[config.mk]
export PLATFORM = sky130hd
export DESIGN_NAME = sbd_mode_ctrl
export DESIGN_NICKNAME = d
export VERILOG_FILES = /design/src/sync_2ff.v /design/src/hold_timer.v /design/src/sbd_mode_ctrl.v
export VERILOG_INCLUDE_DIRS = /design/src
export SDC_FILE = /design/constraint.sdc
export NUM_CORES = 1
export LEC_CHECK = 0
export BUFFER_PORTS_ARGS = -buffer_cell sky130_fd_sc_hd__buf_2
export CORE_ASPECT_RATIO = 0.9
export CORE_MARGIN = 2
export CORE_UTILIZATION = 50
export DETAILED_ROUTE_END_ITERATION = 12
export PLACE_DENSITY = 0.74
export SLEW_MARGIN = 20
export SYNTH_ARGS = -nofsm -noshare
export SYNTH_HDL_FRONTEND = slang
export SYNTH_SLANG_ARGS = --single-unit
[constraint.sdc]
create_clock -name i_core_clk -period 3.54 [get_ports i_core_clk]
set_input_delay 0.354 -clock i_core_clk [delete_from_list [all_inputs] [get_ports i_core_clk]]
set_output_delay 0.354 -clock i_core_clk [all_outputs]
set_load 0.05 [all_outputs]
[src/sbd_mode_defs.vh]
// Shared constants for the operating-mode controller
`ifndef SBD_MODE_DEFS_VH
`define SBD_MODE_DEFS_VH

// Core clock rate in MHz
`define CORE_CLK_MHZ 50

// Width of every cycle counter and timing parameter
`define TIMER_W 24

// Reset pulse after supply undervoltage (least of 20..25 ms), in us
`define COLD_PULSE_US 20000
// Reset pulse for any other cause (least of 1..1.5 ms), in us
`define WARM_PULSE_US 1000
// Boot delay after power-on detection, in us
`define STARTUP_US 1000
// Bus silence before ground biasing, in us
`define SILENCE_US 100000
// Noise filter on the reset pin, in us
`define RST_FILTER_US 1

// Derived cycle counts: the us figure times the clock rate in MHz
// Sized to the timer width so no bits are dropped on assignment
`define COLD_PULSE_CYC 24'h0F4240
`define WARM_PULSE_CYC 24'h00C350
`define STARTUP_CYC 24'h00C350
`define SILENCE_CYC 24'h4C4B40
`define RST_FILTER_CYC 24'h000032

// Bit positions inside the synchroniser bundle
`define SY_PWR_ON 0
`define SY_PWR_OFF 1
`define SY_HOT 2
`define SY_COOL 3
`define SY_MCU_OK 4
`define SY_STBY_N 5
`define SY_RST_PIN 6
`define SY_WAKE 7
`define SY_ACT 8
`define SY_RX 9
`define SY_W 10

`endif

[src/sync_2ff.v]
// Two flip-flop synchroniser for a bundle of asynchronous levels
`timescale 1ns/10ps
`default_nettype none
module sync_2ff #(
  parameter WIDTH = 1
) (
  input wire i_core_clk,
  input wire i_sys_rst,
  input wire [WIDTH-1:0] i_async,
  output wire [WIDTH-1:0] o_sync
);

  reg [WIDTH-1:0] meta_reg;
  reg [WIDTH-1:0] sync_reg;

  // First stage is read only by the second stage
  always @(posedge i_core_clk or posedge i_sys_rst)
  begin
    if (i_sys_rst)
    begin
      meta_reg <= {WIDTH{1'b0}};
      sync_reg <= {WIDTH{1'b0}};
    end
    else
    begin
      meta_reg <= i_async;
      sync_reg <= meta_reg;
    end
  end

  assign o_sync = sync_reg;

endmodule // sync_2ff
`default_nettype wire

[src/hold_timer.v]
// Saturating cycle counter that reports a condition held long enough
`timescale 1ns/10ps
`default_nettype none
`include "sbd_mode_defs.vh"
module hold_timer (
  input wire i_core_clk,
  input wire i_sys_rst,
  input wire i_run,
  input wire [`TIMER_W-1:0] i_limit,
  output wire o_done
);

  reg [`TIMER_W-1:0] count_reg;
  reg [`TIMER_W-1:0] count_next;

  // Restart whenever the condition drops; stop at the limit
  always @*
  begin
    count_next = count_reg;
    if (!i_run)
      count_next = {`TIMER_W{1'b0}};
    else if (count_reg < i_limit)
      count_next = count_reg + {{(`TIMER_W-1){1'b0}}, 1'b1};
  end

  always @(posedge i_core_clk or posedge i_sys_rst)
  begin
    if (i_sys_rst)
      count_reg <= {`TIMER_W{1'b0}};
    else
      count_reg <= count_next;
  end

  // Limit of zero would be done at once; keep limits at least one
  assign o_done = i_run && (count_reg >= i_limit);

endmodule // hold_timer
`default_nettype wire

[src/sbd_mode_ctrl.v]
// Operating-mode controller of a system basis device
// How it works
// RULE1 - Five modes only: Normal, Standby, Reset, Overtemp and Off.
// RULE2 - Standby select high while in Standby moves the device to Normal.
// RULE3 - Entering Normal clears pending power-on and bus wake indications.
// RULE4 - Standby: no transmit or receive, microcontroller supply kept on.
// RULE5 - Standby biasing: ground after bus silence, mid level on activity.
// RULE6 - Bus wake in Standby forces receive data output low.
// RULE7 - Standby is reached from Off or Overtemp only through Reset.
// RULE8 - Standby select low while in Normal moves the device to Standby.
// RULE9 - Reset mode pulls the reset pin low for a defined time.
// RULE10 - Reset: no transmit or receive; supply and heat detection stay on.
// RULE11 - Any reset event enters Reset from whatever mode is current; the code takes reset events only in Standby and Normal.
// RULE12 - Reset goes to Standby once the reset pin is released and high.
// RULE13 - Power-off or overheating leaves Reset directly for Off or Overtemp.
// RULE14 - Reset from undervoltage waits until the supply has recovered.
// RULE15 - Off on first battery connection and whenever battery drops too low.
// RULE16 - Off: only power-on detection runs, bus pins float.
// RULE17 - After power-on detection, Reset follows once the boot delay ends.
// RULE18 - Receive data goes low on the path from Off to Standby.
// RULE19 - Overheating trips Overtemp at once from any mode but Off.
// RULE20 - Overtemp: bus off and floating, supply off, reset pin low.
// RULE21 - Overtemp detects no wake; a pending wake stays shown afterwards.
// RULE22 - Overtemp goes to Reset when cool, to Off on battery loss.
// RULE23 - Reset pulse 20 ms after undervoltage, 1 ms for other causes.
// RULE24 - Filtered external pull-down of the reset pin is a reset event.
// RULE25 - Receive data stays low from leaving Off until Normal is entered.
// RULE26 - Reset entered on supply undervoltage, leaving Off or Overtemp.
// RULE27 - Standby select and reset pin level are synchronised before use.
`timescale 1ns/10ps
`default_nettype none
`include "sbd_mode_defs.vh"
module sbd_mode_ctrl #(
  parameter [`TIMER_W-1:0] COLD_PULSE_CYC = `COLD_PULSE_CYC,
  parameter [`TIMER_W-1:0] WARM_PULSE_CYC = `WARM_PULSE_CYC,
  parameter [`TIMER_W-1:0] STARTUP_CYC = `STARTUP_CYC,
  parameter [`TIMER_W-1:0] SILENCE_CYC = `SILENCE_CYC,
  parameter [`TIMER_W-1:0] RST_FILTER_CYC = `RST_FILTER_CYC
) (
  input wire i_core_clk,
  input wire i_sys_rst,
  input wire i_battery_power_on,
  input wire i_battery_power_off,
  input wire i_overheat_trip,
  input wire i_overheat_release,
  input wire i_mcu_supply_rail_ok,
  input wire i_standby_select_n,
  input wire i_system_reset_pin_n,
  input wire i_bus_wake,
  input wire i_bus_activity,
  input wire i_bus_rx_data,
  output reg [2:0] o_mode,
  output reg o_mcu_supply_rail_en,
  output reg o_system_reset_pin_n_o,
  output reg o_system_reset_pin_n_oe,
  output reg o_bus_tx_en,
  output reg o_bus_rx_en,
  output reg o_bus_bias_mid,
  output reg o_bus_bias_gnd,
  output reg o_bus_float,
  output reg o_wake_detect_en,
  output reg o_overheat_detect_en,
  output reg o_rx_data
);

  // Mode codes
  localparam [2:0] MODE_OFF = 3'h0;
  localparam [2:0] MODE_RESET = 3'h1;
  localparam [2:0] MODE_STANDBY = 3'h2;
  localparam [2:0] MODE_NORMAL = 3'h3;
  localparam [2:0] MODE_OVERTEMP = 3'h4;
  wire [`SY_W-1:0] sync_bus;
  wire pwr_on, pwr_off, hot, cool, mcu_ok, stby_n, rst_pin;
  wire wake, activity, rx_bit;
  wire startup_done, pulse_done, silence_done, ext_reset, offline;
  wire [`TIMER_W-1:0] pulse_limit;
  reg [2:0] mode_reg, mode_next;
  reg uv_cause_reg, uv_cause_next;
  reg pon_wake_reg, pon_wake_next;
  reg bus_wake_reg, bus_wake_next;
  reg bias_mid_reg, bias_mid_next;
  reg drive_low_next, supply_next;

  // Every pin and analog comparator is asynchronous to the core clock
  sync_2ff #(
    .WIDTH(`SY_W)
  ) u_sync (
    .i_core_clk(i_core_clk),
    .i_sys_rst(i_sys_rst),
    .i_async({i_bus_rx_data, i_bus_activity, i_bus_wake,
              i_system_reset_pin_n, i_standby_select_n,
              i_mcu_supply_rail_ok, i_overheat_release,
              i_overheat_trip, i_battery_power_off,
              i_battery_power_on}),
    .o_sync(sync_bus)
  ); // see RULE27

  assign pwr_on = sync_bus[`SY_PWR_ON];
  assign pwr_off = sync_bus[`SY_PWR_OFF];
  assign hot = sync_bus[`SY_HOT];
  assign cool = sync_bus[`SY_COOL];
  assign mcu_ok = sync_bus[`SY_MCU_OK];
  assign stby_n = sync_bus[`SY_STBY_N];
  assign rst_pin = sync_bus[`SY_RST_PIN];
  assign wake = sync_bus[`SY_WAKE];
  assign activity = sync_bus[`SY_ACT];
  assign rx_bit = sync_bus[`SY_RX];

  // Boot delay counts only while the battery stays above power-on
  hold_timer u_startup (
    .i_core_clk(i_core_clk),
    .i_sys_rst(i_sys_rst),
    .i_run((mode_reg == MODE_OFF) && pwr_on && !pwr_off),
    .i_limit(STARTUP_CYC),
    .o_done(startup_done)
  ); // see RULE17

  // Pulse length chosen by cause; may grow if the supply sags in Reset
  assign pulse_limit = uv_cause_reg ? COLD_PULSE_CYC :
                       WARM_PULSE_CYC; // see RULE23

  // Counter restarts on every entry because the mode leaves Reset first
  hold_timer u_pulse (
    .i_core_clk(i_core_clk),
    .i_sys_rst(i_sys_rst),
    .i_run(mode_reg == MODE_RESET),
    .i_limit(pulse_limit),
    .o_done(pulse_done)
  ); // see RULE9

  // Offline transceiver: Standby and Reset both monitor the bus
  assign offline = (mode_reg == MODE_STANDBY) || (mode_reg == MODE_RESET);

  hold_timer u_silence (
    .i_core_clk(i_core_clk),
    .i_sys_rst(i_sys_rst),
    .i_run(offline && !activity),
    .i_limit(SILENCE_CYC),
    .o_done(silence_done)
  ); // see RULE5

  // Only our own released pin is watched, so our pulse never retriggers
  hold_timer u_filter (
    .i_core_clk(i_core_clk),
    .i_sys_rst(i_sys_rst),
    .i_run(!o_system_reset_pin_n_oe && !rst_pin),
    .i_limit(RST_FILTER_CYC),
    .o_done(ext_reset)
  ); // see RULE24

  // Mode transitions; battery loss first, then heat, then reset events
  always @*
  begin
    mode_next = mode_reg;
    if (pwr_off)
      mode_next = MODE_OFF; // see RULE15
    else
    begin
      case (mode_reg)
        MODE_OFF:
        begin
          if (startup_done)
            mode_next = MODE_RESET; // see RULE17 and RULE26
        end
        MODE_OVERTEMP:
        begin
          if (cool && !hot)
            mode_next = MODE_RESET; // see RULE22 and RULE7
        end
        MODE_RESET:
        begin
          if (hot)
            mode_next = MODE_OVERTEMP; // see RULE13
          else if (pulse_done && rst_pin && mcu_ok)
            mode_next = MODE_STANDBY; // see RULE12 and RULE14
        end
        MODE_STANDBY:
        begin
          if (hot)
            mode_next = MODE_OVERTEMP; // see RULE19
          else if (!mcu_ok || ext_reset)
            mode_next = MODE_RESET; // see RULE11 and RULE26
          else if (stby_n)
            mode_next = MODE_NORMAL; // see RULE2
        end
        MODE_NORMAL:
        begin
          if (hot)
            mode_next = MODE_OVERTEMP; // see RULE19
          else if (!mcu_ok || ext_reset)
            mode_next = MODE_RESET; // see RULE11 and RULE26
          else if (!stby_n)
            mode_next = MODE_STANDBY; // see RULE8
        end
        default:
          mode_next = MODE_OFF; // see RULE1
      endcase
    end
  end

  // Cold-start cause: undervoltage entry or a sagging supply during Reset
  always @*
  begin
    uv_cause_next = 1'b0;
    if (mode_next == MODE_RESET)
    begin
      if (mode_reg == MODE_RESET)
        uv_cause_next = uv_cause_reg || !mcu_ok; // see RULE14
      else
        uv_cause_next = !mcu_ok; // see RULE23
    end
  end

  // Wake flags; a set in the same cycle as the Normal-entry clear wins
  always @*
  begin
    pon_wake_next = pon_wake_reg;
    bus_wake_next = bus_wake_reg;
    if (mode_next == MODE_OFF)
    begin
      pon_wake_next = 1'b0;
      bus_wake_next = 1'b0;
    end
    else if (mode_next == MODE_NORMAL && mode_reg != MODE_NORMAL)
    begin
      pon_wake_next = 1'b0; // see RULE3
      bus_wake_next = 1'b0; // see RULE3
    end
    if (mode_reg == MODE_OFF && mode_next == MODE_RESET)
      pon_wake_next = 1'b1; // see RULE18 and RULE25
    if (offline && wake)
      bus_wake_next = 1'b1; // see RULE6 and RULE21
  end

  // Mid biasing on any edge, ground after the silence time runs out
  always @*
  begin
    bias_mid_next = bias_mid_reg;
    if (mode_next == MODE_NORMAL)
      bias_mid_next = 1'b1;
    else if (mode_next != MODE_STANDBY && mode_next != MODE_RESET)
      bias_mid_next = 1'b0;
    else if (activity)
      bias_mid_next = 1'b1; // see RULE5
    else if (silence_done)
      bias_mid_next = 1'b0; // see RULE5
  end

  // Reset pin low in Off and Overtemp, and in Reset until the pulse ends
  always @*
  begin
    drive_low_next = 1'b0;
    case (mode_next)
      MODE_OFF:
        drive_low_next = 1'b1;
      MODE_OVERTEMP:
        drive_low_next = 1'b1; // see RULE20
      MODE_RESET:
        drive_low_next = !(mode_reg == MODE_RESET && pulse_done); // see RULE9
      default:
        drive_low_next = 1'b0;
    endcase
    supply_next = (mode_next == MODE_STANDBY) ||
                  (mode_next == MODE_NORMAL) ||
                  (mode_next == MODE_RESET); // see RULE4 and RULE10
  end

  // State registers
  always @(posedge i_core_clk or posedge i_sys_rst)
  begin
    if (i_sys_rst)
    begin
      mode_reg <= MODE_OFF; // see RULE15
      uv_cause_reg <= 1'b0;
      pon_wake_reg <= 1'b0;
      bus_wake_reg <= 1'b0;
      bias_mid_reg <= 1'b0;
    end
    else
    begin
      mode_reg <= mode_next;
      uv_cause_reg <= uv_cause_next;
      pon_wake_reg <= pon_wake_next;
      bus_wake_reg <= bus_wake_next;
      bias_mid_reg <= bias_mid_next;
    end
  end

  // Outputs registered from next state so they line up with the mode
  always @(posedge i_core_clk or posedge i_sys_rst)
  begin
    if (i_sys_rst)
    begin
      o_mode <= MODE_OFF;
      o_mcu_supply_rail_en <= 1'b0;
      o_system_reset_pin_n_o <= 1'b0;
      o_system_reset_pin_n_oe <= 1'b1;
      o_bus_tx_en <= 1'b0;
      o_bus_rx_en <= 1'b0;
      o_bus_bias_mid <= 1'b0;
      o_bus_bias_gnd <= 1'b0;
      o_bus_float <= 1'b1;
      o_wake_detect_en <= 1'b0;
      o_overheat_detect_en <= 1'b0;
      o_rx_data <= 1'b1;
    end
    else
    begin
      o_mode <= mode_next;
      o_mcu_supply_rail_en <= supply_next; // see RULE20
      o_system_reset_pin_n_o <= 1'b0;
      o_system_reset_pin_n_oe <= drive_low_next; // see RULE9
      // Active only in Normal with a healthy supply
      o_bus_tx_en <= (mode_next == MODE_NORMAL) && mcu_ok; // see RULE4
      o_bus_rx_en <= (mode_next == MODE_NORMAL) && mcu_ok; // see RULE10
      o_bus_bias_mid <= supply_next && bias_mid_next; // see RULE5
      o_bus_bias_gnd <= supply_next && !bias_mid_next; // see RULE5
      o_bus_float <= !supply_next; // see RULE16 and RULE20
      // Wake monitoring off in Overtemp so no new wake is taken
      o_wake_detect_en <= (mode_next == MODE_STANDBY) ||
                          (mode_next == MODE_RESET); // see RULE21
      o_overheat_detect_en <= (mode_next != MODE_OFF); // see RULE16
      if (mode_next == MODE_NORMAL)
        o_rx_data <= rx_bit;
      else if (mode_next == MODE_OFF)
        o_rx_data <= 1'b1;
      else
        o_rx_data <= !(pon_wake_next || bus_wake_next); // see RULE25
    end
  end

endmodule // sbd_mode_ctrl
`default_nettype wire

Word level (Yosys, flattened, before mapping)
Index checks and enable logic that the tools add are counted.

storage, ports and cells
  register bits = 132
  memory bits (read-only) = 0
  memory bits (writable) = 0
  output and inout port bits = 14
  input port bits = 12
  word-level logic and storage cells = 123
  bits in latches = 0
  memories = 0

cells by class
  order comparisons = 8
  add/sub/neg operators = 4
  reduce and logical (&&, ||, !) cells = 40
  divide/modulo/power cells = 0
  bitwise gates (word level) = 0
  equality and inequality tests = 15
  shift-type cells = 0
  multiply operators = 0
  multiplexer cells = 36

operators with widths
  cell                                                                                    count
  24-bit two-way mux                                                                      8
  24-bit by 1-bit adder with 24-bit output (second input constant)                        4
  3-bit two-way mux                                                                       11
  24-bit by 16-bit greater-or-equal comparator with 1-bit output (second input constant)  1
  24-bit by 20-bit greater-or-equal comparator with 1-bit output                          1
  24-bit by 23-bit greater-or-equal comparator with 1-bit output (second input constant)  1
  24-bit by 6-bit greater-or-equal comparator with 1-bit output (second input constant)   1
  24-bit by 16-bit less-than comparator with 1-bit output (second input constant)         1
  24-bit by 20-bit less-than comparator with 1-bit output                                 1
  24-bit by 23-bit less-than comparator with 1-bit output (second input constant)         1
  24-bit by 6-bit less-than comparator with 1-bit output (second input constant)          1
  20-bit two-way mux                                                                      1
  1-bit logical AND                                                                       19
  3-bit case mux with 5 select lines                                                      1
  1-bit two-way mux                                                                       14
  3-bit by 2-bit equality test with 1-bit output (second input constant)                  4
  1-bit zero test                                                                         10
  2-bit inequality test (second input constant)                                           4
  1-bit logical OR                                                                        7
  3-bit by 1-bit equality test with 1-bit output (second input constant)                  2
  3-bit equality test (second input constant)                                             2
  3-bit zero test                                                                         2
  3-bit by 2-bit inequality test with 1-bit output (second input constant)                2
  3-bit by 1-bit inequality test with 1-bit output (second input constant)                1
  3 further kinds                                                                         3

Logic depth before layout (Yosys ltp)
Gate-level depths: netlist of run 1.

  depth after elaboration = 18
  mapped depth = 10
  mapped depth without buffers = 9

Hierarchy
Synthesis of run 1 repeated with hierarchy kept, for this count alone.

unflattened totals
  cells, all modules = 1,033
  area, all modules = 9,026.2 µm²

by module, submodules not included
  module         times used  seq. area each (µm²)  area an instance (µm²)  cells an instance
  hold_timer     4           600.6                 1,936.9                 234
  sbd_mode_ctrl  1           404.1                 774.5                   76
  sync_2ff       1           500.5                 504.2                   21

Worst setup path before layout of run 1
No wires, ideal clock.

  path kind = register to register
  start point = register uv_cause_reg
  end point = register u_pulse.count_reg[17]
  required time = 3.408 ns
  stages on the path, launching flop included = 11
  data arrival time = 2.330 ns
  path buffers = 1
  period minus slack after synthesis = 2.462 ns
  setup slack = 1.078 ns
  setup time = 0.132 ns
  cells stage by stage = dfrtp_1 -> inv_1 -> ha_1 -> a211o_1 -> a211o_1 -> a211oi_2 -> buf_6 -> nand4_4 -> nor4_2 -> xnor2_1 -> nor2_1

between the ends
  word-level cells in the longest chain between the ends = 3

ends and longest elaborated chain
  element                                                  line                 text
  start, declared                                          sbd_mode_ctrl.v:78   reg uv_cause_reg, uv_cause_next;
  start signal, assigned                                   sbd_mode_ctrl.v:282  uv_cause_reg <= uv_cause_next;
  20-bit two-way mux                                       sbd_mode_ctrl.v:119  assign pulse_limit = uv_cause_reg ? COLD_PULSE_CYC :
  24-bit by 20-bit less-than comparator with 1-bit output  hold_timer.v:22      else if (count_reg < i_limit)
  2-bit inequality test (no source line)                   --
  end signal, assigned                                     hold_timer.v:29      count_reg <= {`TIMER_W{1'b0}};
  end signal, assigned                                     hold_timer.v:31      count_reg <= count_next;
  end, declared                                            hold_timer.v:13      reg [`TIMER_W-1:0] count_reg;

No other way between the ends.
A chain may end at the register's enable or synchronous reset.

Worst setup path after layout of run 1
  start point = register uv_cause_reg
  end point = register o_rx_data

between the ends
  word-level cells in the longest chain between the ends = 18
  elaborated cells on any way between the ends = 24
  classes of those cells = order compare (1); eq/ne (2); mux (13); reduce/logical (8)

ends and longest elaborated chain
  element                                                             line                                      text
  20-bit two-way mux (*)                                              sbd_mode_ctrl.v:119
  24-bit by 20-bit greater-or-equal comparator with 1-bit output (*)  hold_timer.v:35                           assign o_done = i_run && (count_reg >= i_limit);
  1-bit logical AND (*)                                               hold_timer.v:35
  1-bit logical AND (*) (2 in a row)                                  sbd_mode_ctrl.v:174                       else if (pulse_done && rst_pin && mcu_ok)
  3-bit two-way mux (*)                                               sbd_mode_ctrl.v:174
  3-bit two-way mux (*)                                               sbd_mode_ctrl.v:172                       if (hot)
  3-bit case mux with 5 select lines (*)                              sbd_mode_ctrl.v:159                       case (mode_reg)
  3-bit two-way mux (*)                                               sbd_mode_ctrl.v:155                       if (pwr_off)
  3-bit by 2-bit equality test with 1-bit output                      sbd_mode_ctrl.v:224, sbd_mode_ctrl.v:323
  1-bit logical AND                                                   sbd_mode_ctrl.v:224                       else if (mode_next == MODE_NORMAL && mode_reg != MODE_NORMAL)
  1-bit two-way mux                                                   sbd_mode_ctrl.v:224
  1-bit two-way mux                                                   sbd_mode_ctrl.v:219                       if (mode_next == MODE_OFF)
  1-bit two-way mux, on equally long branches                         sbd_mode_ctrl.v:229, sbd_mode_ctrl.v:231
  1-bit logical OR                                                    sbd_mode_ctrl.v:328                       o_rx_data <= !(pon_wake_next || bus_wake_next);
  1-bit zero test                                                     sbd_mode_ctrl.v:328
  1-bit two-way mux                                                   sbd_mode_ctrl.v:325                       else if (mode_next == MODE_OFF)
  1-bit two-way mux (*)                                               sbd_mode_ctrl.v:323                       if (mode_next == MODE_NORMAL)
  end signal, assigned                                                sbd_mode_ctrl.v:324                       o_rx_data <= rx_bit;
  end signal, assigned                                                sbd_mode_ctrl.v:328
  end, declared                                                       sbd_mode_ctrl.v:63                        output reg o_rx_data

Every way passes the cells marked *; elsewhere a longest branch is shown, timed or not.

==> results of run 1 <==
## cells in the final DEF, fill, tap and decap left out, drive strengths merged, types with 3 or more instances in the layout
cell      synthesis  layout
and4              3       3
a31oi             6       6
clkinv            0       3
a211oi            4       4
dfstp             3       3
nor3             13      13
clkbuf           10      18
or3               9       9
clkinvlp          0       4
a21oi            15      15
or4               3       3
inv              28      34
nor2             90      90
nand4            27      27
dfrtp           129     129
and3             16      16
nand3            19      19
xor2             25      25
o21ai            17      17
ha               15      15
xnor2            28      28
nor4             10      10
nand2            23      23
and2             25      25
buf               6      29
## Yosys cell counts (3+ instances only)
library cell,instances
dfrtp_1,129
nor2_1,89
inv_1,28
xnor2_1,28
nand4_1,25
xor2_1,25
and2_1,24
nand2_1,23
nand3_1,19
a21oi_1,15
and3_1,15
ha_1,15
nor3_1,13
o21ai_0,13
clkbuf_1,10
nor4_1,9
or3_1,9
a31oi_1,6
o21ai_2,4
a211oi_1,3
buf_4,3
dfstp_2,3
## path summary, 6_finish.rpt
path | start | to | slack, ns | cells after the start
setup / recovery | uv_cause_reg$_DFF_PP0_ | o_rx_data$_DFF_PP1_ | 0.65 | 10
hold reg to reg | u_sync.meta_reg[6]$_DFF_PP0_ | u_sync.o_sync[6]$_DFF_PP0_ | 0.35 | 0
hold / removal | i_sys_rst | u_startup.count_reg[3]$_DFFE_PP0P_ | -0.002 | 2
min in group i_core_clk | i_bus_rx_data | u_sync.meta_reg[9]$_DFF_PP0_ | 0.04 | 1
setup reg to reg | uv_cause_reg$_DFF_PP0_ | o_rx_data$_DFF_PP1_ | 0.65 | 10
max in group asynchronous | i_sys_rst | u_startup.count_reg[14]$_DFFE_PP0P_ | 2.71 | 3
## power by group through the flow
stage	Clock, mW	Combinational, mW	Sequential [mW]
2_1_floorplan	0	0.0346	1.55
3_3_place_gp	0	0.0513	1.56
3_5_place_dp	0	0.0528	1.56
4_1_cts	1.73	0.0530	1.53
5_1_grt	1.81	0.0594	1.53
6_report	1.70	0.0506	1.53
## worst reg2reg max path, stage by stage (launching register included)
cell	delay (ns)
dfrtp_1	0.40
inv_1	0.20
ha_1	0.29
a211o_1	0.30
a211o_1	0.26
a211oi_2	0.20
buf_4	0.23
a21o_1	0.14
a221o_1	0.29
nand2_1	0.16
mux2_1	0.34
## layout make-up
cell class | instances | area [µm²] | share of cell area (%)
Tap cell | 156 | 195 | 2.88
Clock buffer | 18 | 439 | 6.48
Clock inverter | 14 | 140 | 2.07
Sequential cell | 132 | 3310 | 48.8
Multi-Input combinational cell | 381 | 2410 | 35.6
Timing Repair Buffer | 29 | 170 | 2.51
Inverter | 28 | 109 | 1.61
## cells by family (layout without fill, tap and decap cells)
family,Yosys count,after routing,synth area share [%]
DFF,132,132,55.9
other,1,1,0.0634
xor gates and xnor gates,53,53,7.85
muxes,2,2,0.360
AOI/OAI and AO/OA,58,58,6.71
buffers and inverters,44,89,3.26
adders and majority gates,15,15,3.17
and+or+nand+nor,252,252,22.7
## metrics by stage
| step | setup slack (ns) | utilization (%) | instance area, µm² | power [mW] | hold slack, ns |
|---|---|---|---|---|---|
| 3_3_place_gp | 0.828 | 54.0 | 6190 | 1.61 | 0.333 |
| 6_report | 0.647 | 59.0 | 6770 | 3.28 | -0.00201 |
| 2_1_floorplan | 1.08 | - | 5920 | 1.59 | 0.331 |
| 3_5_place_dp | 0.685 | 54.0 | 6190 | 1.61 | 0.336 |
| 5_1_grt | 0.434 | 59.0 | 6770 | 3.40 | 0.0203 |
| 4_1_cts | 0.671 | 59.0 | 6770 | 3.31 | 0.0140 |
## layer usage
| metal | vias to the layer above | wire (µm) | track usage (%) |
|---|---|---|---|
| li1 | 1979 | - | - |
| met1 | 2095 | 5260 | 26.3 |
| met2 | 124 | 5440 | 30.8 |
| met3 | 16 | 507 | 4.84 |
| met4 | 0 | 167 | 9.18 |
| met5 | - | 0 | 0 |
==> results.sh, run 1 <==
export IMPL_cts_sinks=132
export IMPL_grt_overflow_total=0
export IMPL_power_share_clock_pct=51.8
export IMPL_die_w_um=119
export IMPL_failed_checks="hold timing"
export IMPL_cts_setup_buffers=0
export IMPL_postRouteAntennaNets=0
export IMPL_peakVddDrop_mv=0.345
export IMPL_status="complete, but fails checks"
export IMPL_ys_flop_type="dfrtp_1"
export IMPL_clk_path_buf_depth=2
export IMPL_finalHoldViolations=2
export IMPL_skew_ns=0.0135
export IMPL_synth_cell_type_count=59
export IMPL_globalplace_congestion=0.863
export IMPL_start_util_pct=51.5
export IMPL_synth_nets=584
export IMPL_pin_count=26
export IMPL_crit_required_ns=3.87
export IMPL_startpoint_type="register"
export IMPL_clk_pin_slew_ns=0.06
export IMPL_grt_pass1_wl_um=19900
export IMPL_pwr_density_cell_nw_per_um2=484
export IMPL_setup_tns_ns=0
export IMPL_cts_tree="built"
export IMPL_nFillCells=965
export IMPL_die_h_um=107
export IMPL_drt_total_wl_um=11400
export IMPL_ys_ff_latch=132
export IMPL_wl_per_cell_um=15.0
export IMPL_avgViaCountPerCell=5.56
export IMPL_dr_pass1_iters=5
export IMPL_p_switching_mw=0.742
export IMPL_drt_iter0_drc=352
export IMPL_slowest_stage="dfrtp_1"
export IMPL_cts_resized=0
export IMPL_cts_root_buffer="clkbuf_16"
export IMPL_dp_cells=726
export IMPL_synth_area_um2=5910
export IMPL_hp_class="in2async"
export IMPL_grt_pass1_vias=4154
export IMPL_synth_top_area_cell="dfrtp_1"
export IMPL_route_vias_total=4214
export IMPL_critPathBufInv=2
export IMPL_syn_area_per_cell_um2=10.6
export IMPL_crit_chain="inv_1 -> ha_1 -> a211o_1 -> a211o_1 -> a211oi_2 -> buf_4 -> a21o_1 -> a221o_1 -> nand2_1 -> mux2_1"
export IMPL_htreeDepth=4
export IMPL_synthArstFlopShare_pct=100
export IMPL_final_nets=616
export IMPL_layout_drive_gt1_share_pct=13.8
export IMPL_die_area_um2=12700
export IMPL_antenna_found_initial=0
export IMPL_holdWs_ns=-0.00201
export IMPL_layout_min_cycle_time_ns=2.89
export IMPL_max_slew_worst_pin_slew_ns=0.859
export IMPL_endpoint_kind="register"
export IMPL_grt_max_degree=73
export IMPL_worstSkewPairLatency_ns=0.41
export IMPL_antenna_cells=0
export IMPL_rows=37
export IMPL_relSlewSlack_pct=42.7
export IMPL_seqPwrFrac_pct=46.7
export IMPL_syn_inst=557
export IMPL_layout_cells_non_filler=758
export IMPL_setup_viol=0
export IMPL_crit_top_cell="a211o_1"
export IMPL_synth_edf_count=0
export IMPL_pwr_share_comb_pct=1.5
export IMPL_synth_warnings=0
export IMPL_synthToLayoutAreaGrowth_pct=14.6
export IMPL_cts_buffers=17
export IMPL_worstSetupPathType="reg2reg"
export IMPL_p_int_mw=2.54
export IMPL_drv_slew=0
export IMPL_dp_hpwl_um=7570
export IMPL_drv_cap=0
export IMPL_finalCritPeriodShare_pct=81.7
export IMPL_max_freq_mhz=346
export IMPL_grt_usage_pct=19.8
export IMPL_p_leak_nw=2.94
export IMPL_numPortBuffers=24
export IMPL_core_area_um2=11500
export IMPL_cpLargestDelayFamily="compound AO/OA/AOI/OAI gates"
export IMPL_cp_arrival_ns=3.23
export IMPL_max_stage_delay_ns=0.40
export IMPL_worst_path_max_fanout=12
export IMPL_synth_seq_area_share_pct=55.9
export IMPL_cts_hold_buffers=0
export IMPL_synth_top_cells_by_area="dfrtp_1 55%, nor2_1 5.6%, xnor2_1 4.1%"
export IMPL_swShare_pct=22.6
export IMPL_drc=0
export IMPL_rsz0062_at_grt="no"
export IMPL_synth_top_area_share_pct=54.6
(Power assumes the default switching activity.)
==> run 2: changes to the inputs <==
--- a/config.mk
+++ b/config.mk
@@ -11,7 +11,7 @@
 export CORE_MARGIN = 2
 export CORE_UTILIZATION = 50
 export DETAILED_ROUTE_END_ITERATION = 12
-export PLACE_DENSITY = 0.74
+export PLACE_DENSITY = 0.72
 export SLEW_MARGIN = 20
 export SYNTH_ARGS = -nofsm -noshare
 export SYNTH_HDL_FRONTEND = slang
==> constraint.sdc (replaced) <==
create_clock -name i_core_clk -period 2.7 [get_ports i_core_clk]
set_input_delay 0.27 -clock i_core_clk [delete_from_list [all_inputs] [get_ports i_core_clk]]
set_output_delay 0.27 -clock i_core_clk [all_outputs]
set_load 0.05 [all_outputs]
==> run 2 against run 1 <==
Effect of this change:
- highest routed layer unchanged
- largest power group unchanged
- sequential power grew 31%
- sequential cell count is the same
- via count about the same
- die area did not move
- critical endpoint is now pon_wake_reg$_DFF_PP0_
- clock power grew 34%
- the run ends with setup timing left
- clock skew shrank 0.0054 ns
- worst setup slack lost 0.67 ns
- power is 33% higher
==> results.sh, run 2 (same netlist as run 1, synthesis figures left out) <==
export IMPL_pin_count=26
export IMPL_antenna_cells=0
export IMPL_layout_cells_non_filler=782
export IMPL_finalHoldViolations=0
export IMPL_numPortBuffers=24
export IMPL_endpoint_kind="register"
export IMPL_fin_ws_ns=-0.0196
export IMPL_use_met2_pct=29.8
export IMPL_grt_met1_usage_pct=26.2
export IMPL_cts_root_buffer="clkbuf_16"
export IMPL_rsz0062_at_grt="yes"
export IMPL_worstSetupPathType="reg2reg"
export IMPL_failed_checks="setup timing"
export IMPL_die_area_um2=12700
export IMPL_multi_input_area_um2=2480
export IMPL_pwr_density_cell_nw_per_um2=615
export IMPL_antenna_found_initial=0
export IMPL_holdPathStages=0
export IMPL_grt_overflow_total=0
export IMPL_worstSkewPairLatency_ns=0.42
export IMPL_postRouteAntennaNets=0
export IMPL_crit_required_ns=3.05
export IMPL_dp_cells=732
export IMPL_cts_tree="built"
export IMPL_htreeDepth=4
export IMPL_dp_hpwl_um=7570
export IMPL_avgViaCountPerCell=5.38
export IMPL_wl_per_cell_um=14.7
export IMPL_route_vias_total=4211
export IMPL_die_w_um=119
export IMPL_layout_commonest_cell="dfrtp_1"
export IMPL_grt_max_degree=117
export IMPL_drv_slew=0
export IMPL_skew_ns=0.00816
export IMPL_p_leak_nw=3.07
export IMPL_core_area_um2=11500
export IMPL_holdWs_ns=0.347
export IMPL_nFillCells=947
export IMPL_drv_cap=0
export IMPL_reg2regPathDepth=11
export IMPL_final_cell_mix="129 x dfrtp_1, 89 x nor2_1, 28 x xnor2_1, 26 x inv_1"
export IMPL_globalplace_congestion=0.808
export IMPL_relSlewSlack_pct=57.6
export IMPL_ff_latch_area_um2=3310
export IMPL_clk_path_buf_depth=2
export IMPL_grt_usage_pct=19.5
export IMPL_hp_class="reg2reg"
export IMPL_worst_path_max_fanout=4
export IMPL_drt_total_wl_um=11500
export IMPL_clk_pin_slew_ns=0.06
export IMPL_finalCritPeriodShare_pct=101
export IMPL_cp_arrival_ns=3.07
export IMPL_setup_viol=1
export IMPL_cts_sinks=132
export IMPL_synthToLayoutAreaGrowth_pct=19.6
export IMPL_grt_most_used_layer="met2"
export IMPL_rows=37
export IMPL_start_util_pct=51.5
export IMPL_layout_drive_gt1_share_pct=16.6
export IMPL_startpoint_type="register"
export IMPL_peakVddDrop_mv=0.491
export IMPL_drt_iter0_drc=372
export IMPL_max_freq_mhz=368
export IMPL_drc=0
export IMPL_cts_buffers=17
export IMPL_final_nets=640
export IMPL_use_met3_pct=5.80
export IMPL_status="complete, but fails checks"
export IMPL_dr_pass1_iters=6
export IMPL_grt_pass1_wl_um=19300
export IMPL_die_h_um=107
export IMPL_max_slew_worst_pin_slew_ns=0.627
export IMPL_layout_min_cycle_time_ns=2.72
export IMPL_grt_pass1_vias=4056
[run 2: cell count changes in the layout (fill, tap and decap cells not counted), sizes merged]
cell | previous run | this run
buf | 29 | 42
bufinv | 1 | 2
clkbuf | 18 | 19
clkinvlp | 4 | 6
dlygate4sd3 | 0 | 11
inv | 34 | 30
[run 2: final cells by class]
type	count	share of cell area, %
Sequential cell	132	46.8
Multi-Input combinational cell	381	35.0
Clock buffer	19	6.26
Timing Repair Buffer	53	5.55
Tap cell	156	2.76
Clock inverter	13	2.12
Inverter	28	1.54
[run 2: timing repair]
item | 4_1_cts | 5_1_grt
hold buffers | 11 | 0
endpoints found under the setup margin | 4 | 15
gates resized for setup | 1 | 14
endpoints found under the hold margin | 26 | 0
pin swaps | 4 | 6
setup buffers | 2 | 5
[run 2: path summary, 6_finish.rpt]
| kind | endpoint | startpoint | slack [ns] |
|---|---|---|---|
| max | pon_wake_reg$_DFF_PP0_ | uv_cause_reg$_DFF_PP0_ | -0.02 |
| min | u_sync.o_sync[7]$_DFF_PP0_ | u_sync.meta_reg[7]$_DFF_PP0_ | 0.35 |
| max reg2reg | pon_wake_reg$_DFF_PP0_ | uv_cause_reg$_DFF_PP0_ | -0.02 |
| min reg2reg | u_sync.o_sync[7]$_DFF_PP0_ | u_sync.meta_reg[7]$_DFF_PP0_ | 0.35 |
| max in group asynchronous | u_silence.count_reg[3]$_DFFE_PP0P_ | i_sys_rst | 1.41 |
| min in group asynchronous | u_filter.count_reg[0]$_DFFE_PP0P_ | i_sys_rst | 0.39 |
[run 2: per-layer routing]
metal / routed length [µm] / vias up
li1: - / 2027
met1: 5350 / 2052
met2: 5370 / 108
met3: 552 / 24
met4: 235 / 0
met5: 0 / -
[run 2: worst max-delay path, stage by stage (launching register included)]
cell and delay, ns:
dfrtp_1 0.39, inv_2 0.08, buf_6 0.12, ha_4 0.25, nand4_1 0.14, and4bb_1 0.38
nand4_1 0.16, a21o_1 0.19, a221o_1 0.40, buf_6 0.16, a32o_2 0.25, o21ai_2 0.13
[run 2: stage by stage]
step           setup slack, ns  TNS, ns  instance area [µm²]  util [%]  power (mW)
5_1_grt                -0.0883   -0.213                 7070      61.6        4.51
3_3_place_gp             0.122        0                 6240      54.3        2.11
4_1_cts                 0.0314        0                 6970      60.7        4.40
2_1_floorplan            0.238        0                 5920         -        2.08
3_5_place_dp           -0.0433  -0.0798                 6240      54.3        2.11
6_report               -0.0196  -0.0196                 7070      61.6        4.35
[run 2: power by group]
| group | switching, mW | leakage [nW] | internal [mW] | total [mW] |
|---|---|---|---|---|
| registers | 0.0103 | 1.79 | 2.00 | 2.01 |
| logic | 0.0533 | 1.01 | 0.0248 | 0.0781 |
| clock network | 0.875 | 0.273 | 1.39 | 2.27 |
| total | 0.939 | 3.07 | 3.41 | 4.35 |
